--- config.mk ---
export PLATFORM = sky130hd
export DESIGN_NAME = rocof_stage_ctl
export DESIGN_NICKNAME = d
export VERILOG_FILES = /design/src/hw/rocof_stage_ctl.v /design/src/hw/rocof_tick.v /design/src/hw/rocof_stage_unit.v
export VERILOG_INCLUDE_DIRS = /design/src /design/src/hw
export SDC_FILE = /design/constraint.sdc
export NUM_CORES = 2
export LEC_CHECK = 0
export BUFFER_PORTS_ARGS = -buffer_cell sky130_fd_sc_hd__clkbuf_2
export CAP_MARGIN = 0
export CORE_MARGIN = 8
export CORE_UTILIZATION = 42
export DETAILED_ROUTE_END_ITERATION = 12
export PLACE_DENSITY = 0.68
export SYNTH_ARGS = -nofsm -noshare
export SYNTH_HDL_FRONTEND = slang
export SYNTH_SLANG_ARGS = --single-unit
--- constraint.sdc ---
create_clock -name clk_i -period 82.9 [get_ports clk_i]
set_clock_uncertainty 0.05 [all_clocks]
set_input_delay 12.435 -clock clk_i [delete_from_list [all_inputs] [get_ports clk_i]]
set_output_delay 12.435 -clock clk_i [all_outputs]
set_load 0.02 [all_outputs]
--- src/hw/rocof_regs.vh ---
// constants, codes and register offsets of the rocof stage block
`ifndef ROCOF_REGS_VH
`define ROCOF_REGS_VH
// ---------------------------------------------------------------
// time base
// ---------------------------------------------------------------
`define ROCOF_CLK_HZ      20000000
`define ROCOF_TS_MS       1
`define ROCOF_PCYC_MS     5
`define ROCOF_PRE_MS      20
`define ROCOF_HYST_MHZ    16'h0064
`define ROCOF_RATIO_STEPS 24'h0000C8
`define ROCOF_REC_DEPTH   12
// ---------------------------------------------------------------
// codes
// ---------------------------------------------------------------
`define ROCOF_COND_NORMAL  2'h0
`define ROCOF_COND_START   2'h1
`define ROCOF_COND_TRIP    2'h2
`define ROCOF_COND_BLOCKED 2'h3
`define ROCOF_MODE_ON      3'h1
`define ROCOF_MODE_BLK     3'h2
`define ROCOF_MODE_TEST    3'h3
`define ROCOF_MODE_TBLK    3'h4
`define ROCOF_MODE_OFF     3'h5
`define ROCOF_KIND_START   2'h0
`define ROCOF_KIND_TRIP    2'h1
`define ROCOF_KIND_BLOCK   2'h2
// ---------------------------------------------------------------
// register offsets and reset values
// ---------------------------------------------------------------
`define ROCOF_ADR_CTRL    8'h00
`define ROCOF_ADR_EVSEL   8'h04
`define ROCOF_ADR_SSEL    8'h08
`define ROCOF_ADR_PICKUP  8'h0C
`define ROCOF_ADR_DELAY   8'h10
`define ROCOF_ADR_STAT    8'h14
`define ROCOF_ADR_REMAIN  8'h18
`define ROCOF_ADR_RATIO   8'h1C
`define ROCOF_ADR_MEAS    8'h20
`define ROCOF_ADR_CONDALL 8'h24
`define ROCOF_ADR_RSEL    8'h28
`define ROCOF_ADR_RTIME   8'h2C
`define ROCOF_ADR_RINFO   8'h30
`define ROCOF_ADR_RPRE    8'h34
`define ROCOF_ADR_RFLT    8'h38
`define ROCOF_ADR_TIME    8'h3C
`define ROCOF_CTRL_RST    32'h00001100
`define ROCOF_EVSEL_RST   6'h3F
`define ROCOF_PICKUP_RST  16'h00C8
`define ROCOF_DELAY_RST   20'h00014
`endif

--- src/hw/rocof_stage_ctl.v ---
// rocof stage block top: eight stages, events, records, bus slave
`timescale 1ns/1ps
`default_nettype none
`include "rocof_regs.vh"
// Summary of operation
// RULE1 - sample blocking input every program cycle
// RULE2 - blocking only from dedicated matrix input; code also blocks every stage in modes blocked and test/blocked
// RULE3 - pick-up without block: start, time delay
// RULE4 - pick-up with block: blocked, no timing
// RULE5 - block during start: drop start, release
// RULE6 - block gives display note, startup values
// RULE7 - source blocks 5 ms before delay ends
// RULE8 - on and off events per stage status
// RULE9 - forward on, off or both by selection
// RULE10 - events carry time stamp and data
// RULE11 - keep twelve newest records, drop oldest
// RULE12 - record time, event, pre, fault, group
// RULE13 - condition: normal, start, trip, blocked
// RULE14 - node operating mode code one to five
// RULE15 - measured rocof_stage in mHz/s
// RULE16 - ratio to pick-up in 0.005 steps
// RULE17 - expected operating time in 5 ms
// RULE18 - signed remaining time in 5 ms
// RULE19 - instant start and trip share stamp
// RULE20 - time stamps count milliseconds
// RULE21 - release with 100 mHz/s hysteresis
// RULE22 - each stage keeps independent state
module rocof_stage_ctl #(
   parameter MS_CYCLES = `ROCOF_CLK_HZ / 1000 * `ROCOF_TS_MS,
   parameter REC_N     = `ROCOF_REC_DEPTH
) (
   input  wire        clk_i,
   input  wire        rst_i,
   input  wire        wb_cyc_i,
   input  wire        wb_stb_i,
   input  wire        wb_we_i,
   input  wire [7:0]  wb_adr_i,
   input  wire [3:0]  wb_sel_i,
   input  wire [31:0] wb_dat_i,
   output reg  [31:0] wb_dat_o,
   output reg         wb_ack_o,
   input  wire [15:0] meas_dfdt_i,
   input  wire [15:0] meas_freq_i,
   input  wire [7:0]  blk_i,
   output wire [7:0]  start_o,
   output wire [7:0]  trip_o,
   output wire [7:0]  blocked_o,
   output reg         hmi_note_o,
   output reg         ev_valid_o,
   input  wire        ev_ready_i,
   output reg  [2:0]  ev_stage_o,
   output reg  [1:0]  ev_kind_o,
   output reg         ev_on_o,
   output reg  [31:0] ev_time_o,
   output reg  [15:0] ev_dfdt_o,
   output reg  [15:0] ev_freq_o
);
   localparam PRE_N = `ROCOF_PRE_MS / `ROCOF_PCYC_MS;
   localparam [4:0] RN5 = REC_N;

   // ---------------------------------------------------------------
   // time base
   // ---------------------------------------------------------------
   wire ms_tick;
   wire cyc_en;
   reg  [31:0] ms_reg;

   rocof_tick #(.DIV(MS_CYCLES), .W(16)) u_ms_tick (
      .clk_i  (clk_i),
      .rst_i  (rst_i),
      .en_i   (1'b1),
      .tick_o (ms_tick)
   );

   rocof_tick #(.DIV(`ROCOF_PCYC_MS), .W(4)) u_pcyc_tick (
      .clk_i  (clk_i),
      .rst_i  (rst_i),
      .en_i   (ms_tick),
      .tick_o (cyc_en)
   );

   // free millisecond stamp counter
   always @(posedge clk_i) begin
      if (rst_i)
         ms_reg <= 32'h00000000;
      else if (ms_tick)
         ms_reg <= ms_reg + 32'h00000001; // RULE20
   end

   // ---------------------------------------------------------------
   // registers written by software
   // ---------------------------------------------------------------
   reg  [31:0] ctrl_reg;
   reg  [5:0]  evsel_reg;
   reg  [2:0]  ssel_reg;
   reg  [3:0]  rsel_reg;
   reg  [15:0] pick_reg [0:7];
   reg  [19:0] dly_reg  [0:7];
   wire [7:0]  en_bits = ctrl_reg[7:0];
   wire [3:0]  sg_code = ctrl_reg[11:8];
   wire [2:0]  mode    = ctrl_reg[14:12];
   wire mode_blk = (mode == `ROCOF_MODE_BLK) || (mode == `ROCOF_MODE_TBLK);
   wire mode_off = (mode == `ROCOF_MODE_OFF);

   // magnitude of the measured rate, mHz/s
   wire [15:0] mag = meas_dfdt_i[15] ? (~meas_dfdt_i + 16'h0001)
                                     : meas_dfdt_i;

   // ---------------------------------------------------------------
   // stages
   // ---------------------------------------------------------------
   wire [15:0] su_df_w  [0:7];
   wire [15:0] su_f_w   [0:7];
   wire [20:0] rem_w    [0:7];

   genvar g;
   generate
      for (g = 0; g < 8; g = g + 1) begin : stg
         rocof_stage_unit #(.DW(16), .TW(20)) u_stage (
            .clk_i     (clk_i),
            .rst_i     (rst_i),
            .cyc_en_i  (cyc_en),
            .en_i      (en_bits[g] & ~mode_off),
            .blk_i     (blk_i[g] | mode_blk), // RULE2
            .mag_i     (mag),
            .pickup_i  (pick_reg[g]),
            .delay_i   (dly_reg[g]),
            .dfdt_i    (meas_dfdt_i),
            .freq_i    (meas_freq_i),
            .start_o   (start_o[g]), // RULE22
            .trip_o    (trip_o[g]),
            .blocked_o (blocked_o[g]),
            .remain_o  (rem_w[g]),
            .su_dfdt_o (su_df_w[g]),
            .su_freq_o (su_f_w[g])
         );
      end
   endgenerate

   // condition code of one stage
   function [1:0] cond;
      input s, t, b;
      begin
         if (b)
            cond = `ROCOF_COND_BLOCKED; // RULE13
         else if (t)
            cond = `ROCOF_COND_TRIP;
         else if (s)
            cond = `ROCOF_COND_START;
         else
            cond = `ROCOF_COND_NORMAL;
      end
   endfunction

   // ---------------------------------------------------------------
   // pre-fault history, one entry per program cycle
   // ---------------------------------------------------------------
   reg [15:0] hist_df [0:PRE_N-1];
   reg [15:0] hist_f  [0:PRE_N-1];
   integer h;

   always @(posedge clk_i) begin
      if (rst_i) begin
         for (h = 0; h < PRE_N; h = h + 1) begin
            hist_df[h] <= 16'h0000;
            hist_f[h]  <= 16'h0000;
         end
      end else if (cyc_en) begin
         hist_df[0] <= meas_dfdt_i;
         hist_f[0]  <= meas_freq_i;
         for (h = 1; h < PRE_N; h = h + 1) begin
            hist_df[h] <= hist_df[h-1];
            hist_f[h]  <= hist_f[h-1];
         end
      end
   end

   // ---------------------------------------------------------------
   // event detection and drain
   // ---------------------------------------------------------------
   wire [23:0] cur_w = {blocked_o, trip_o, start_o};
   wire [23:0] chg_w;
   reg  [23:0] prev_reg;
   reg  [23:0] pend_reg;
   reg  [31:0] snap_t_reg;
   reg  [15:0] snap_df_reg;
   reg  [15:0] snap_f_reg;
   reg  [15:0] snap_pdf_reg;
   reg  [15:0] snap_pf_reg;
   reg  [4:0]  sel_idx;
   reg         sel_hit;
   integer     k;

   assign chg_w = cur_w ^ prev_reg; // RULE8

   // lowest pending event first
   always @* begin
      sel_idx = 5'h00;
      sel_hit = 1'b0;
      for (k = 23; k >= 0; k = k - 1) begin
         if (pend_reg[k]) begin
            sel_idx = k[4:0];
            sel_hit = 1'b1;
         end
      end
   end

   wire        busy = ev_valid_o & ~ev_ready_i;
   wire        take = sel_hit & ~busy;
   wire [1:0]  kind = sel_idx[4:3];
   wire [2:0]  stn  = sel_idx[2:0];
   wire        lvl  = cur_w[sel_idx];
   wire        want = lvl ? evsel_reg[{kind, 1'b0}]  // RULE9
                          : evsel_reg[{kind, 1'b1}];
   wire        is_blk = (kind == `ROCOF_KIND_BLOCK);
   wire [23:0] clr_w = take ? (24'h000001 << sel_idx) : 24'h000000;
   wire        rec_we = take & lvl & ~is_blk;

   // snapshot once per change set, so joint start and trip match
   always @(posedge clk_i) begin
      if (rst_i) begin
         prev_reg     <= 24'h000000;
         pend_reg     <= 24'h000000;
         snap_t_reg   <= 32'h00000000;
         snap_df_reg  <= 16'h0000;
         snap_f_reg   <= 16'h0000;
         snap_pdf_reg <= 16'h0000;
         snap_pf_reg  <= 16'h0000;
      end else begin
         prev_reg <= cur_w;
         pend_reg <= (pend_reg & ~clr_w) | chg_w; // set beats clear
         if (|chg_w) begin
            snap_t_reg   <= ms_reg; // RULE19
            snap_df_reg  <= meas_dfdt_i;
            snap_f_reg   <= meas_freq_i;
            snap_pdf_reg <= hist_df[PRE_N-1];
            snap_pf_reg  <= hist_f[PRE_N-1];
         end
      end
   end

   // event port, held until the buffer takes it
   always @(posedge clk_i) begin
      if (rst_i) begin
         ev_valid_o <= 1'b0;
         ev_stage_o <= 3'h0;
         ev_kind_o  <= 2'h0;
         ev_on_o    <= 1'b0;
         ev_time_o  <= 32'h00000000;
         ev_dfdt_o  <= 16'h0000;
         ev_freq_o  <= 16'h0000;
         hmi_note_o <= 1'b0;
      end else begin
         hmi_note_o <= take & lvl & is_blk; // RULE6
         if (ev_valid_o & ev_ready_i)
            ev_valid_o <= 1'b0;
         if (take & want) begin
            ev_valid_o <= 1'b1;
            ev_stage_o <= stn;
            ev_kind_o  <= kind;
            ev_on_o    <= lvl;
            ev_time_o  <= snap_t_reg; // RULE10
            ev_dfdt_o  <= is_blk ? su_df_w[stn] : snap_df_reg;
            ev_freq_o  <= is_blk ? su_f_w[stn]  : snap_f_reg;
         end
      end
   end

   // ---------------------------------------------------------------
   // record ring of the newest operations
   // ---------------------------------------------------------------
   reg [31:0] rec_t   [0:REC_N-1];
   reg [15:0] rec_inf [0:REC_N-1];
   reg [31:0] rec_pre [0:REC_N-1];
   reg [31:0] rec_flt [0:REC_N-1];
   reg [3:0]  wptr_reg;
   reg [3:0]  rcnt_reg;

   // overwriting the oldest slot discards it
   always @(posedge clk_i) begin
      if (rst_i) begin
         wptr_reg <= 4'h0;
         rcnt_reg <= 4'h0;
      end else if (rec_we) begin
         rec_t[wptr_reg]   <= snap_t_reg; // RULE12
         rec_inf[wptr_reg] <= {4'h0, sg_code, 3'h0, kind, stn};
         rec_pre[wptr_reg] <= {snap_pf_reg, snap_pdf_reg};
         rec_flt[wptr_reg] <= {snap_f_reg, snap_df_reg};
         if ({1'b0, wptr_reg} == RN5 - 5'h01)
            wptr_reg <= 4'h0; // RULE11
         else
            wptr_reg <= wptr_reg + 4'h1;
         if ({1'b0, rcnt_reg} != RN5)
            rcnt_reg <= rcnt_reg + 4'h1;
      end
   end

   // index 0 of the read select is the newest record
   wire [4:0] rd_raw = {1'b0, wptr_reg} + RN5 - 5'h01 - {1'b0, rsel_reg};
   wire [4:0] rd_w5  = (rd_raw >= RN5) ? (rd_raw - RN5) : rd_raw;
   wire [3:0] rd_idx = rd_w5[3:0];
   wire       rd_ok  = ({1'b0, rsel_reg} < RN5) &&
                       ({1'b0, rsel_reg} < {1'b0, rcnt_reg});

   // ---------------------------------------------------------------
   // live values of the selected stage
   // ---------------------------------------------------------------
   reg  [15:0] ratio_reg;
   wire [23:0] ratio_num = {8'h00, mag} * `ROCOF_RATIO_STEPS;
   wire [23:0] ratio_q   = ratio_num / {8'h00, pick_reg[ssel_reg]};
   wire [15:0] cond_all;

   genvar c;
   generate
      for (c = 0; c < 8; c = c + 1) begin : cnd
         assign cond_all[2*c+1:2*c] = cond(start_o[c], trip_o[c],
                                           blocked_o[c]);
      end
   endgenerate

   // divider result registered, a zero setting reads zero
   always @(posedge clk_i) begin
      if (rst_i)
         ratio_reg <= 16'h0000;
      else if (pick_reg[ssel_reg] == 16'h0000)
         ratio_reg <= 16'h0000;
      else
         ratio_reg <= ratio_q[15:0]; // RULE16
   end

   // ---------------------------------------------------------------
   // wishbone slave, one wait state, ack for every address
   // ---------------------------------------------------------------
   wire        wb_req = wb_cyc_i & wb_stb_i;
   wire        wr_en  = wb_req & wb_we_i & ~wb_ack_o;
   wire [31:0] bmask  = {{8{wb_sel_i[3]}}, {8{wb_sel_i[2]}},
                         {8{wb_sel_i[1]}}, {8{wb_sel_i[0]}}};
   wire [31:0] old_w  = (wb_adr_i == `ROCOF_ADR_CTRL)   ? ctrl_reg :
                        (wb_adr_i == `ROCOF_ADR_EVSEL)  ? {26'h0, evsel_reg} :
                        (wb_adr_i == `ROCOF_ADR_SSEL)   ? {29'h0, ssel_reg} :
                        (wb_adr_i == `ROCOF_ADR_PICKUP) ?
                           {16'h0, pick_reg[ssel_reg]} :
                        (wb_adr_i == `ROCOF_ADR_DELAY)  ?
                           {12'h0, dly_reg[ssel_reg]} :
                        {28'h0, rsel_reg};
   wire [31:0] new_w  = (old_w & ~bmask) | (wb_dat_i & bmask);
   wire [20:0] rem_sel = rem_w[ssel_reg];
   integer r;

   // software-written registers, byte lanes honoured
   always @(posedge clk_i) begin
      if (rst_i) begin
         ctrl_reg  <= `ROCOF_CTRL_RST;
         evsel_reg <= `ROCOF_EVSEL_RST;
         ssel_reg  <= 3'h0;
         rsel_reg  <= 4'h0;
         for (r = 0; r < 8; r = r + 1) begin
            pick_reg[r] <= `ROCOF_PICKUP_RST;
            dly_reg[r]  <= `ROCOF_DELAY_RST;
         end
      end else if (wr_en) begin
         case (wb_adr_i)
            `ROCOF_ADR_CTRL:   ctrl_reg  <= {17'h0, new_w[14:0]};
            `ROCOF_ADR_EVSEL:  evsel_reg <= new_w[5:0];
            `ROCOF_ADR_SSEL:   ssel_reg  <= new_w[2:0];
            `ROCOF_ADR_PICKUP: pick_reg[ssel_reg] <= new_w[15:0];
            `ROCOF_ADR_DELAY:  dly_reg[ssel_reg]  <= new_w[19:0];
            `ROCOF_ADR_RSEL:   rsel_reg  <= new_w[3:0];
            default:           rsel_reg  <= rsel_reg;
         endcase
      end
   end

   // read data and ack, ack drops the cycle after it is given
   always @(posedge clk_i) begin
      if (rst_i) begin
         wb_ack_o <= 1'b0;
         wb_dat_o <= 32'h00000000;
      end else begin
         wb_ack_o <= wb_req & ~wb_ack_o;
         case (wb_adr_i)
            `ROCOF_ADR_CTRL:    wb_dat_o <= ctrl_reg;
            `ROCOF_ADR_EVSEL:   wb_dat_o <= {26'h0, evsel_reg};
            `ROCOF_ADR_SSEL:    wb_dat_o <= {29'h0, ssel_reg};
            `ROCOF_ADR_PICKUP:  wb_dat_o <= {16'h0, pick_reg[ssel_reg]};
            `ROCOF_ADR_DELAY:   wb_dat_o <= {12'h0, dly_reg[ssel_reg]}; // RULE17
            `ROCOF_ADR_STAT:    wb_dat_o <= {13'h0, mode, 11'h0, // RULE14
                                  blocked_o[ssel_reg], trip_o[ssel_reg],
                                  start_o[ssel_reg], cond_all[2*ssel_reg+:2]};
            `ROCOF_ADR_REMAIN:  wb_dat_o <= {{11{rem_sel[20]}}, rem_sel}; // RULE18
            `ROCOF_ADR_RATIO:   wb_dat_o <= {16'h0, ratio_reg};
            `ROCOF_ADR_MEAS:    wb_dat_o <= {16'h0, mag}; // RULE15
            `ROCOF_ADR_CONDALL: wb_dat_o <= {16'h0, cond_all};
            `ROCOF_ADR_RSEL:    wb_dat_o <= {28'h0, rsel_reg};
            `ROCOF_ADR_RTIME:   wb_dat_o <= rd_ok ? rec_t[rd_idx] : 32'h0;
            `ROCOF_ADR_RINFO:   wb_dat_o <= {rcnt_reg, 12'h0,
                                  rd_ok ? rec_inf[rd_idx] : 16'h0};
            `ROCOF_ADR_RPRE:    wb_dat_o <= rd_ok ? rec_pre[rd_idx] : 32'h0;
            `ROCOF_ADR_RFLT:    wb_dat_o <= rd_ok ? rec_flt[rd_idx] : 32'h0;
            `ROCOF_ADR_TIME:    wb_dat_o <= ms_reg;
            default:            wb_dat_o <= 32'h00000000;
         endcase
      end
   end
endmodule
`default_nettype wire

--- src/hw/rocof_tick.v ---
// enable-pulse divider used for the millisecond and program-cycle rates
`timescale 1ns/1ps
`default_nettype none
module rocof_tick #(
   parameter DIV = 20000,
   parameter W   = 16
) (
   input  wire clk_i,
   input  wire rst_i,
   input  wire en_i,
   output reg  tick_o
);
   localparam [W-1:0] LAST = DIV - 1;
   reg [W-1:0] cnt_reg;

   // one pulse every DIV enabled cycles
   always @(posedge clk_i) begin
      if (rst_i) begin
         cnt_reg <= {W{1'b0}};
         tick_o  <= 1'b0;
      end else begin
         tick_o <= 1'b0;
         if (en_i) begin
            if (cnt_reg == LAST) begin
               cnt_reg <= {W{1'b0}};
               tick_o  <= 1'b1;
            end else begin
               cnt_reg <= cnt_reg + 1'b1;
            end
         end
      end
   end
endmodule
`default_nettype wire

--- src/hw/rocof_stage_unit.v ---
// one protection stage: pick-up with hysteresis, blocking, timer
`timescale 1ns/1ps
`default_nettype none
`include "rocof_regs.vh"
module rocof_stage_unit #(
   parameter DW = 16,
   parameter TW = 20
) (
   input  wire                 clk_i,
   input  wire                 rst_i,
   input  wire                 cyc_en_i,
   input  wire                 en_i,
   input  wire                 blk_i,
   input  wire [DW-1:0]        mag_i,
   input  wire [DW-1:0]        pickup_i,
   input  wire [TW-1:0]        delay_i,
   input  wire [DW-1:0]        dfdt_i,
   input  wire [DW-1:0]        freq_i,
   output reg                  start_o,
   output reg                  trip_o,
   output reg                  blocked_o,
   output wire signed [TW:0]   remain_o,
   output reg  [DW-1:0]        su_dfdt_o,
   output reg  [DW-1:0]        su_freq_o
);
   reg           pick_reg;
   reg  [TW-1:0] elap_reg;
   wire [DW:0]   hyst_sum = {1'b0, mag_i} + {1'b0, `ROCOF_HYST_MHZ};
   wire [TW-1:0] elap_inc = elap_reg + 1'b1;
   // held pick-up drops only 100 mHz/s below the setting
   wire pick_now = pick_reg ? (hyst_sum >= {1'b0, pickup_i}) // RULE21
                            : (mag_i >= pickup_i);

   // delay counts in 5 ms steps, one per program cycle
   assign remain_o = $signed({1'b0, delay_i}) - $signed({1'b0, elap_reg});

   // state moves only on the program-cycle strobe
   always @(posedge clk_i) begin
      if (rst_i) begin
         pick_reg  <= 1'b0;
         elap_reg  <= {TW{1'b0}};
         start_o   <= 1'b0;
         trip_o    <= 1'b0;
         blocked_o <= 1'b0;
         su_dfdt_o <= {DW{1'b0}};
         su_freq_o <= {DW{1'b0}};
      end else if (cyc_en_i) begin
         if (!en_i) begin
            pick_reg  <= 1'b0;
            elap_reg  <= {TW{1'b0}};
            start_o   <= 1'b0;
            trip_o    <= 1'b0;
            blocked_o <= 1'b0;
         end else begin
            pick_reg <= pick_now;
            // startup values kept for the blocking event
            if (pick_now && !pick_reg) begin
               su_dfdt_o <= dfdt_i; // RULE6
               su_freq_o <= freq_i;
            end
            // block is looked at before the pick-up result
            if (pick_now && blk_i) begin // RULE1
               start_o   <= 1'b0; // RULE4
               trip_o    <= 1'b0; // RULE5
               blocked_o <= 1'b1;
               elap_reg  <= {TW{1'b0}};
            end else if (pick_now) begin
               start_o   <= 1'b1; // RULE3
               blocked_o <= 1'b0;
               if (!trip_o)
                  elap_reg <= elap_inc;
               if (elap_inc >= delay_i)
                  trip_o <= 1'b1;
            end else begin
               // definite time: release is immediate
               start_o   <= 1'b0;
               trip_o    <= 1'b0;
               blocked_o <= 1'b0;
               elap_reg  <= {TW{1'b0}};
            end
         end
      end
   end
endmodule
`default_nettype wire

==> summary.txt <==
Outcome
  • Status: complete, but fails checks
  • Failing checks: max-capacitance violations, max-slew violations

Layout
  • Multi-input logic area: 62700 um2
  • Register cell area after layout: 66500 um2
  • Share of layout cells above drive strength 1: 11.4%
  • Largest registers: rec_flt x384, rec_pre x384, rec_t x384
  • Nets@finish: 13200
  • Most frequent cells in the layout: edfxtp_1, nor2_1, ha_1, dfxtp_1, nand2_1
  • Most common cell after layout, fill and taps aside: edfxtp_1
  • Final instance area: 149000 um2
  • Area grow syn2layout: 11.5%
  • Fillers: 28400

Floorplanning
  • Die area: 337000 um2
  • Core area: 318000 um2
  • I/O pin count: 219
  • Rows: 207
  • Die width: 581 um
  • Die height: 581 um
  • Initial Util: 42.1%

Worst hold path
  • Hold depth: 2
  • Worst min-delay path class: reg2reg
  • Hold endpoint: snap_pdf_reg[8]
  • Hold Crit Start: hist_df[3][8]

CTS
  • CTS tree: done
  • Number of H-tree levels: 5
  • Clk_lat worst skew: 0.93 ns
  • Post-CTS Setup Repair Bufs: 0
  • Max clock buf depth: 4
  • CTS Buf Count: 265
  • Worst-path clk slew: 0.07 ns
  • Num Clock Sinks: 2482
  • Root buffer cell: clkbuf_16

Job
  • # Max-Cap Violations: 2

Synth
  • Main flop type after synthesis: edfxtp_1
  • Area leader, netlist: edfxtp_1
  • Yosys warns: 0
  • Syn_nets: 13200
  • Cells after Synth: 12100
  • Mapped cell area: 134000 um2
  • Sequential fraction of the synthesis area: 49.6%
  • Largest cells by area after synthesis: edfxtp_1, dfxtp_1, ha_1
  • Flops & latches, synth: 2482
  • Synth top area share: 37.6%
  • Number of synthesized flops with an enable pin: 1676
  • Async S/R FF share, synth: 0%
  • Post-synthesis area per instance: 11.0 um2
  • Yosys cell types: 101

Place
  • GP Congestion: 1.05
  • DP HPWL: 297000 um
  • Port Buf Inserts: 205
  • Placed instance area: 140000 um2

Drt
  • DR iter-0 viols: 11900
  • DRC: 0
  • Routed Antenna Nets: 0
  • Routed vias/inst: 5.93
  • Total number of vias: 98600
  • DRT Pass-1 Iters: 8
  • Wire per inst: 25.9 um
  • Final wirelength: 430000 um

STA
  • Final hold vios: 0
  • Max-slew headroom: -11.6%
  • TNS Setup: 0 ns
  • Highest clock rate: 12.9 MHz
  • Final setup violation count: 0
  • Final Max Tran Viols: 4
  • Worst Tran Pin Value: 1.66 ns
  • Min Tclk post-route: 77.70 ns
  • Final Cycle Share: 93.7%
  • RSZ-0062 raised after global routing: no

Global routing
  • First-pass GRT wire length: 624000 um
  • Vias in the first global route: 94100
  • Initial antenna violation count: 33
  • Grt total ovfl: 0
  • Total GRT Usage: 24.3%
  • Largest net degree at the start of global routing: 185

Critical path
  • Reg2Reg Capture Point: ratio_reg[0]
  • Worst path bufs/invs: 15
  • Crit-path most repeated cell: o21a_1
  • FF-to-FF path depth: 260
  • Setup crit end kind: register
  • Critical Path Max Stage Delay: 0.63 ns
  • Crit path launch type: input pin
  • Critical Path Slowest Stage Cell: or4_1
  • Worst path required time: 83.60 ns
  • WS Path Type: in2reg
  • R2r setup slk: 19.79 ns
  • CP top delay family: compound AO/OA/AOI/OAI gates
  • Critical path arrival: 78.40 ns
  • Worst Path Max Fanout: 30
==> logic make-up after synthesis <==
| kind of cell | count (synthesis) | synth area share, % |
|---|---|---|
| AO/OA/AOI/OAI | 2518 | 12.5 |
| multiplexers | 924 | 10.2 |
| flip-flops | 2482 | 49.6 |
| buffers and inverters | 1415 | 4.07 |
| adder cells (fa/ha/maj) | 926 | 8.75 |
| AND/OR/NAND/NOR | 3378 | 11.6 |
| XOR/XNOR | 493 | 3.22 |
==> worst min-delay path: cells and delay by family, from the launching register on <==
family	cells	cell delay (ns)
AND/OR/NAND/NOR	1	0.07
multiplexers	1	0.06
flip-flops	1	0.32
==> Yosys cell counts, drive strengths merged, types with 29 or more instances <==
cell    count
edfxtp   1676
nor4       58
xnor2     379
a21o      173
nor2b     142
o21ai     486
mux2i     494
and3      102
nor3      169
nand2     795
a311oi     48
o31ai      50
buf       129
a32oi      51
a31oi      77
a21oi     632
or3        51
nand4      91
o21bai     34
a211oi     97
o21a      198
ha        908
inv       788
nand3     273
mux4      345
a221oi    162
a22o       42
nand2b    125
clkbuf    497
mux2       85
dfxtp     806
a21boi     52
nor2     1296
o221ai     29
and2      166
a22oi     134
o211ai     90
xor2      114
==> through the flow <==
step	hold WS [ns]	worst slack, ns	utilization (%)	cells
after floorplan	0.380	8.18	-	12100
after global placement	0.384	2.88	44.1	16100
after detailed placement	0.390	2.28	44.1	16100
after CTS	0.387	3.01	46.9	16600
after global routing	0.415	0.0815	47.0	16600
final	0.397	5.20	47.0	16600
==> worst max path at each step <==
stage | start | end | slack (ns) | depth (start not counted)
2_1_floorplan | meas_dfdt_i[3] | ratio_reg[0] | 8.18 | 296
3_3_place_gp | meas_dfdt_i[4] | ratio_reg[0] | 2.88 | 280
3_5_place_dp | meas_dfdt_i[4] | ratio_reg[0] | 2.28 | 279
4_1_cts | meas_dfdt_i[4] | ratio_reg[0] | 3.01 | 279
5_1_grt | meas_dfdt_i[3] | ratio_reg[0] | 0.08 | 275
6_report | meas_dfdt_i[4] | ratio_reg[0] | 5.20 | 274
==> metal layers <==
layer  up-vias  GRT usage (%)  share of wire, %
li1      44900              -                 -
met1     48200           31.8                40
met2      4560           37.7                44
met3      1005           5.72               9.6
met4         6           12.7               6.2
met5         -              0            0.0084
==> what timing repair did <==
item	CTS	global route
resized for setup	0	23
hold buffers	0	0
setup endpoints to repair	0	2
==> final cells by class <==
type | count | share of cell area (%)
sequential | 2482 | 44.5
multi-input combinational | 8239 | 42.0
clock buffer | 374 | 5.08
tap | 4180 | 3.50
inverter | 789 | 1.99
timing repair buffer | 423 | 1.84
clock inverter | 114 | 0.993
antenna | 29 | 0.0486
Power is left out: the tool's default activity adds up to more than one toggle a clock period on the data nets, which glitch-free logic cannot reach.
